## config.mk

```make
export PLATFORM = sky130hd
export DESIGN_NAME = mac_mode_and_status_flags
export DESIGN_NICKNAME = d
export VERILOG_FILES = /design/src/core/mac_flags_pkg.sv /design/src/core/mac_mode_and_status_flags.sv /design/src/core/mac_flag_eval.sv
export VERILOG_INCLUDE_DIRS = /design/src /design/src/core
export SDC_FILE = /design/constraint.sdc
export NUM_CORES = 1
export LEC_CHECK = 0
export BUFFER_PORTS_ARGS = -buffer_cell sky130_fd_sc_hd__buf_4
export CORE_MARGIN = 4
export CORE_UTILIZATION = 36
export CTS_BUF_LIST = sky130_fd_sc_hd__clkbuf_4 sky130_fd_sc_hd__clkbuf_8
export DETAILED_ROUTE_END_ITERATION = 16
export HOLD_SLACK_MARGIN = 0.02
export PLACE_DENSITY = 0.81
export SYNTH_ARGS = -nofsm -noshare
export SYNTH_HDL_FRONTEND = slang
export SYNTH_SLANG_ARGS = --single-unit
```

## constraint.sdc

```tcl
create_clock -name core_clk -period 1.04 [get_ports core_clk]
set_input_delay 0.312 -clock core_clk [delete_from_list [all_inputs] [get_ports core_clk]]
set_output_delay 0.312 -clock core_clk [all_outputs]
set_load 0.02 [all_outputs]
```

## src/core/mac_flags_params.svh

```systemverilog
`ifndef MAC_FLAGS_PARAMS_SVH
`define MAC_FLAGS_PARAMS_SVH

// Register addresses on the special function register port
`define MAC_STATUS_ADDR 8'hc0
`define MAC_CONFIG_ADDR 8'hc1

// Reset values
`define MAC_STATUS_RESET 8'h04
`define MAC_CONFIG_RESET 8'h00

// Configuration field positions
`define CFG_OP_SELECT_BIT 0
`define CFG_FRAC_SELECT_BIT 1
`define CFG_ROUND_SAT_BIT 2
`define CFG_ACC_CLEAR_BIT 3

// Status field positions
`define STA_NEGATIVE_BIT 0
`define STA_SOFT_OVF_BIT 1
`define STA_ZERO_BIT 2
`define STA_HARD_OVF_BIT 3

// Overflow byte crossing points
`define OVR_POS_LIMIT 8'h7f
`define OVR_NEG_LIMIT 8'h80

`endif

```

## src/core/mac_flags_pkg.sv

```systemverilog
package mac_flags_pkg;

  // One special function register byte
  typedef logic [7:0] sfr_byte_t;

  // Arithmetic format of the engine
  typedef enum logic {
    ARITH_INTEGER,
    ARITH_FRACTIONAL
  } arith_mode_t;

  // Accumulate or multiply only
  typedef enum logic {
    OP_MULT_ACC,
    OP_MULT_ONLY
  } op_mode_t;

endpackage

```

## src/core/mac_mode_and_status_flags.sv

```systemverilog
`timescale 1ns/1ps
`default_nettype none
`include "mac_flags_params.svh"

module mac_mode_and_status_flags
  import mac_flags_pkg::*;
#(
  parameter int ACC_W = 32,
  parameter int OVR_W = 8
) (
  // Clock and reset
  input wire logic core_clk,
  input wire logic arst_n,
  // Special function register port
  input wire logic [7:0] sfr_addr,
  input wire logic sfr_wr,
  input wire logic sfr_rd,
  input wire logic [7:0] sfr_wdata,
  output logic [7:0] sfr_rdata,
  // Result from the engine datapath
  input wire logic op_done,
  input wire logic [OVR_W-1:0] ovr_prev,
  input wire logic [OVR_W-1:0] ovr_new,
  input wire logic [ACC_W-1:0] acc_new,
  // Controls to the engine datapath
  output logic fractional_select,
  output logic operation_select,
  output logic round_saturate_enable,
  output logic round_saturate,
  output logic accumulator_clear
);

  sfr_byte_t mac_configuration;
  sfr_byte_t mac_status_flags;
  logic clear_pending;
  logic zero_now;
  logic negative_now;
  logic soft_ovf_now;
  logic hard_cross;
  logic wr_cfg;
  logic wr_sta;
  logic hard_event;
  sfr_byte_t next_status;

  assign wr_cfg = sfr_wr && (sfr_addr == `MAC_CONFIG_ADDR);
  assign wr_sta = sfr_wr && (sfr_addr == `MAC_STATUS_ADDR);

  // Pure flag evaluation of the finished result
  mac_flag_eval #(
    .ACC_W(ACC_W),
    .OVR_W(OVR_W)
  ) u_eval (
    .ovr_prev(ovr_prev),
    .ovr_new(ovr_new),
    .acc_new(acc_new),
    .zero_now(zero_now),
    .negative_now(negative_now),
    .soft_ovf_now(soft_ovf_now),
    .hard_cross(hard_cross)
  );

  // Hard overflow counts only while accumulating
  assign hard_event = op_done && !operation_select && hard_cross;

  // Configuration bits; the clear bit is held for one cycle only
  always_ff @(posedge core_clk or negedge arst_n) begin
    if (!arst_n) begin
      fractional_select <= 1'b0;
      operation_select <= 1'b0;
      round_saturate_enable <= 1'b0;
    end else if (wr_cfg) begin
      fractional_select <= sfr_wdata[`CFG_FRAC_SELECT_BIT];
      operation_select <= sfr_wdata[`CFG_OP_SELECT_BIT];
      round_saturate_enable <= sfr_wdata[`CFG_ROUND_SAT_BIT];
    end
  end

  // Clear request lives one cycle, then hardware drops it
  always_ff @(posedge core_clk or negedge arst_n) begin
    if (!arst_n) begin
      clear_pending <= 1'b0;
    end else begin
      clear_pending <= wr_cfg && sfr_wdata[`CFG_ACC_CLEAR_BIT];
    end
  end

  // Strobe to the accumulator; the saturation bit has no path here
  assign accumulator_clear = clear_pending;

  // Saturation goes to the rounding register only
  assign round_saturate = round_saturate_enable && mac_status_flags[`STA_SOFT_OVF_BIT];

  always_comb begin
    mac_configuration = 8'h00;
    mac_configuration[`CFG_OP_SELECT_BIT] = operation_select;
    mac_configuration[`CFG_FRAC_SELECT_BIT] = fractional_select;
    mac_configuration[`CFG_ROUND_SAT_BIT] = round_saturate_enable;
    mac_configuration[`CFG_ACC_CLEAR_BIT] = clear_pending;
  end

  // Status next value: clear, then software write, then the result wins
  always_comb begin
    next_status = mac_status_flags;
    if (clear_pending) begin
      next_status = `MAC_STATUS_RESET;
    end else if (wr_sta) begin
      next_status = {4'h0, sfr_wdata[3:0]};
    end
    if (op_done) begin
      next_status[`STA_ZERO_BIT] = zero_now;
      next_status[`STA_NEGATIVE_BIT] = negative_now;
      next_status[`STA_SOFT_OVF_BIT] = soft_ovf_now;
    end
    // Event beats any clear landing in the same cycle
    if (hard_event) begin
      next_status[`STA_HARD_OVF_BIT] = 1'b1;
    end
  end

  always_ff @(posedge core_clk or negedge arst_n) begin
    if (!arst_n) begin
      mac_status_flags <= `MAC_STATUS_RESET;
    end else begin
      mac_status_flags <= next_status;
    end
  end

  // Registered read data; unmapped addresses read zero
  always_ff @(posedge core_clk or negedge arst_n) begin
    if (!arst_n) begin
      sfr_rdata <= 8'h00;
    end else if (sfr_rd) begin
      if (sfr_addr == `MAC_STATUS_ADDR) begin
        sfr_rdata <= mac_status_flags;
      end else if (sfr_addr == `MAC_CONFIG_ADDR) begin
        sfr_rdata <= mac_configuration;
      end else begin
        sfr_rdata <= 8'h00;
      end
    end
  end
endmodule
`default_nettype wire

```

## src/core/mac_flag_eval.sv

```systemverilog
`timescale 1ns/1ps
`default_nettype none
`include "mac_flags_params.svh"

module mac_flag_eval
  import mac_flags_pkg::*;
#(
  parameter int ACC_W = 32,
  parameter int OVR_W = 8
) (
  // Result of the finished operation
  input wire logic [OVR_W-1:0] ovr_prev,
  input wire logic [OVR_W-1:0] ovr_new,
  input wire logic [ACC_W-1:0] acc_new,
  // Evaluated flags
  output logic zero_now,
  output logic negative_now,
  output logic soft_ovf_now,
  output logic hard_cross
);

  // Full extended value is negative when the overflow byte is negative
  assign zero_now = (acc_new == '0);
  assign negative_now = ovr_new[OVR_W-1];

  // Some bit of the overflow byte disagrees with the accumulator sign bit
  assign soft_ovf_now = (ovr_new != {OVR_W{acc_new[ACC_W-1]}});

  // Overflow out of the overflow byte, either direction
  always_comb begin
    hard_cross = 1'b0;
    if ((ovr_prev == `OVR_POS_LIMIT) && (ovr_new == `OVR_NEG_LIMIT)) begin
      hard_cross = 1'b1;
    end else if ((ovr_prev == `OVR_NEG_LIMIT) && (ovr_new == `OVR_POS_LIMIT)) begin
      hard_cross = 1'b1;
    end
  end

endmodule
`default_nettype wire

```

# ---- Word level (Yosys, flattened, before mapping)
# Cells that the tools add are included.
dict set report classes {
  n_reduce_logical 13
  muxes 8
  eq_ne 7
}
# op count
set op_table {}
lappend op_table {{8-bit equality test, second input constant} 4}
lappend op_table {{32-bit zero test} 1}
lappend op_table {{8-bit 2-to-1 mux} 3}
lappend op_table {{8-bit by 7-bit equality test with 1-bit output, second input constant} 2}
lappend op_table {{1-bit logical AND} 8}
lappend op_table {{8-bit inequality test} 1}
lappend op_table {{3-bit nonzero test} 2}
lappend op_table {{4-bit 2-to-1 mux} 1}
lappend op_table {{1-bit 2-to-1 mux} 3}
lappend op_table {{3-bit 2-to-1 mux} 1}
lappend op_table {{2-bit nonzero test} 1}
lappend op_table {{1-bit zero test} 1}
dict set report word_totals {
  out_inout_bits 13
  in_bits 69
  reg_bits 20
  word_cells 36
}

# ---- Logic depth before layout (Yosys ltp)
dict set report depth {
  ltp_word 6
  ltp_mapped 5
  ltp_nobuf 4
}

# ---- By module
# From an unflattened synthesis, not the netlist that was laid out.
dict set report hier_totals {
  cells_unflattened 90
  area_unflattened_um2 828.3
}
# module cells_per_inst area_each_um2 seq_area_each_um2 n_inst
set by_module_without_submodules {}
lappend by_module_without_submodules {mac_mode_and_status_flags 63 664.4 301.5 1}
lappend by_module_without_submodules {mac_flag_eval 27 163.9 0.0 1}

# ---- Worst setup path before layout
# No wires, ideal clock.
dict set report synth_path {
  path_kind {input to register}
  startpoint {input port ovr_new[0]}
  endpoint {register mac_status_flags[1]}
  setup_time_ps 139
  path_slack_ps -607
  t_arrival_ps 1508
  n_path_buf 0
  stages 4
  required_time_ps 901
  cell_sequence {or4_4 > or4_4 > o2111ai_1 > o211ai_1}
}
dict set report synth_between {
  elab_chain_len 2
}
# item line_no
set synth_rtl {}
lappend synth_rtl {{start, declared} mac_mode_and_status_flags.sv:23} ;# input wire logic [OVR_W-1:0] ovr_new,
lappend synth_rtl {{8-bit inequality test} mac_flag_eval.sv:27} ;# assign soft_ovf_now = (ovr_new != {OVR_W{acc_new[ACC_W-1]}});
lappend synth_rtl {{3-bit 2-to-1 mux} mac_mode_and_status_flags.sv:109} ;# if (op_done) begin
lappend synth_rtl {{end signal, assigned} mac_mode_and_status_flags.sv:122} ;# mac_status_flags <= `MAC_STATUS_RESET;
lappend synth_rtl {{end signal, assigned} mac_mode_and_status_flags.sv:124} ;# mac_status_flags <= next_status;
lappend synth_rtl {{end, declared} mac_mode_and_status_flags.sv:34} ;# sfr_byte_t mac_status_flags;
# Every way passes these cells.
# A chain may end at the register's enable or synchronous reset.

# ---- Worst setup path after layout
dict set report layout_path {
  startpoint {input port ovr_new[7]}
  endpoint {register mac_status_flags[1]}
}
# Same word-level chain as after synthesis.

==> key figures <==
Floorplanning
  – # rows: 16
  – Die Span X: 55.6 um
  – I/O pin count: 82
  – Core Footprint: 2060 um2
  – Die outline area: 3090 um2
  – Chip height: roughly 56 um
  – Initial Util: between 30% and 40%

Synthesis
  – Top cells by count, synth: dfrtp_1 (11), nor4_1 (8), nor2_1 (6)
  – Synth async-reset ratio: 100%
  – Top_reg_cell synth: dfrtp_1
  – Post-Syn Area: just over 800 um2
  – Top cell type's share of synthesized area: 33.8%
  – Synth Warn #: 0
  – Post-synthesis cell type count: 34
  – Most frequent cell after synthesis: dfrtp_1
  – Number of synthesized flops with an enable pin: 0
  – FF+latch count, synth: 12
  – Sequential cell area fraction in the yosys report: 37.0%
  – Top cell type by total area after synthesis: dfrtp_1
  – Largest cells by area after synthesis: dfrtp_1 (34%), nor4_1 (6.1%), a22oi_1 (4.6%)
  – Mean post-synth cell area: 9.26 um2
  – Cells after Synth: 88

Run status
  – Failing checks: negative setup slack
  – Status: finished, violations left

Clock tree
  – TritonCTS Sinks: 12
  – Total CTS buffers: 3
  – CTS max path bufs: 2
  – H-Tree Depth: 1
  – Root Buffer: clkbuf_4
  – CTS tree: yes
  – Worst skew pair latency: 270 ps
  – Clk pin slew, worst setup/hold paths: 70 ps

Placed design
  – Global placement routability congestion: a little under 0.8
  – Placed Instances: 196
  – Pre-CTS setup slack: -782 ps
  – IO Port Bufs: 73
  – HPWL Detailed: 2.61 mm

Drt
  – Metal-1 WL: 1.15 mm
  – Initial DRT Pass Iterations: 4
  – Via density per instance: 5.47
  – Met3 routed WL: ~260 um
  – DR top layer: met4
  – Met2 WL: 2.09 mm
  – Routed Antenna Nets: 0
  – Final wirelength: approximately 3.5 mm
  – Initial DRC count: 33
  – Residual DRC: 0
  – WL per Instance: 16.6 um
  – Via Count: 1165

GRT
  – Grt ovf: 0
  – GRT Util Overall: 21.8%
  – First-pass GRT wire length: roughly 5.4 mm
  – Largest net degree at the start of global routing: 13
  – Antenna violations before repair: 0
  – Vias in the first global route: approximately 1200

STA
  – Final setup margin: -460 ps
  – Max Fclk: 0.667 GHz
  – Setup Viol. Count Final: 20
  – Unrepaired setup endpoints after global routing: true
  – Tmin final: 1500 ps
  – Hold Slack: 279 ps
  – Final period util: 144%
  – Final count of hold timing violations: 0
  – Max-slew violations: 0
  – TNS Setup: -2230 ps
  – Fin Clk Skew: roughly 3.8 ps

Final layout
  – Final net count: 256
  – Finished Layout Cells: 213
  – Fraction of layout cells with a size suffix above 1: 69.9%
  – N_diodes: 0
  – Area grow syn2layout: 120%

Worst setup path
  – Critical path class: in -> reg
  – Crit Path Max Fanout: 2
  – Setup crit start kind: input port
  – CP endpoint kind: flop
  – R2R Setup Slk: -20 ps
  – Worst path arrival time: about 1600 ps
  – Req. time, crit path: 1180 ps

Pwr
  – Clock share of power: 26.8%
  – Pwr Total: 1370 uW
  – Worst vdd ir: 1160 uV
  – Net Sw Frac: 26.6%
  – Sequential Power Share: 37.7%
  – Psw: 366 uW
  – P_leak: 0.000828 uW
  – PwrDens: 765 nW/um2
  – Logic pwr share: 35.5%
  – Pint: 1010 uW

Min path
  – Worst hold path type: in -> reg

Run
  – Max-cap violations: 0
-- path summary, 6_finish.rpt --
path / endpoint / depth (start not counted) / startpoint
max in group asynchronous: mac_status_flags[2] / 2 / arst_n
max reg2reg: operation_select / 3 / operation_select
max: mac_status_flags[1] / 5 / ovr_new[7]
min reg2reg: sfr_rdata[1] / 2 / sfr_rdata[1]
min in group asynchronous: fractional_select / 2 / arst_n
min: accumulator_clear / 3 / sfr_wdata[3]
-- routing by layer --
metal,GRT usage (%),vias up
li1,-,537
met1,20.2,549
met2,45.6,71
met3,6.53,8
met4,3.82,0
met5,0,-
-- registers in the layout, indices dropped and copies added, names as in the netlist --
signal	cells
accumulator_clear	1
sfr_rdata	4
mac_status_flags	4
fractional_select	1
round_saturate_enable	1
operation_select	1
-- worst max-delay path, stage by stage --
cell      delay, ps
buf_6            90
or4b_1          510
or4_4           500
o211ai_1        100
o211ai_1        120
-- power by group through the flow --
stage / clock (uW) / sequential, uW / combinational, uW
final: 368 / 518 / 488
after CTS: 371 / 516 / 448
after global placement: 0 / 522 / 376
after global routing: 391 / 520 / 521
after floorplan: 0 / 539 / 101
after detailed placement: 0 / 522 / 389
-- through the flow --
stage / utilization [%] / instance area, um2
3_3_place_gp: 72.8 / 1500
3_5_place_dp: 72.8 / 1500
6_report: 87.1 / 1800
2_1_floorplan: - / 885
5_1_grt: 87.1 / 1800
4_1_cts: 82.9 / 1710
-- layout by cell type, fill, tap and decap left out, types with 3 or more instances in the layout --
cell | synthesis | final
a22oi_2 | 0 | 4
buf_4 | 5 | 76
buf_6 | 0 | 19
clkbuf_4 | 0 | 3
conb_1 | 1 | 4
dfrtp_1 | 11 | 11
inv_1 | 3 | 3
mux2_2 | 3 | 3
nand3_1 | 3 | 3
nand4_1 | 5 | 5
nor2_1 | 6 | 6
nor3_1 | 5 | 3
nor4_2 | 1 | 6
o211ai_1 | 3 | 3
-- cells by family after synthesis --
group           synth area share [%]
mux                             6.61
flops                           37.0
other cells                    0.460
simple gates                    34.7
compound gates                  14.7
buf+inv                         6.45
-- what timing repair did --
item                       4_1_cts  5_1_grt
setup endpoints to repair       20       20
hold endpoints to repair        11        0
buffers inserted                 7        5
resized for setup               26       10
hold buffers                     1        0
pin swaps                       12       12
-- area by class of cell --
type / count / area [um2]
inverter: 3 / 11.3
clock buffer: 4 / 36.3
fill: 105 / 267
sequential: 12 / 302
tap: 27 / 33.8
timing repair buffer: 97 / 810
multi-input combinational: 70 / 603
(Power assumes the default switching activity.)
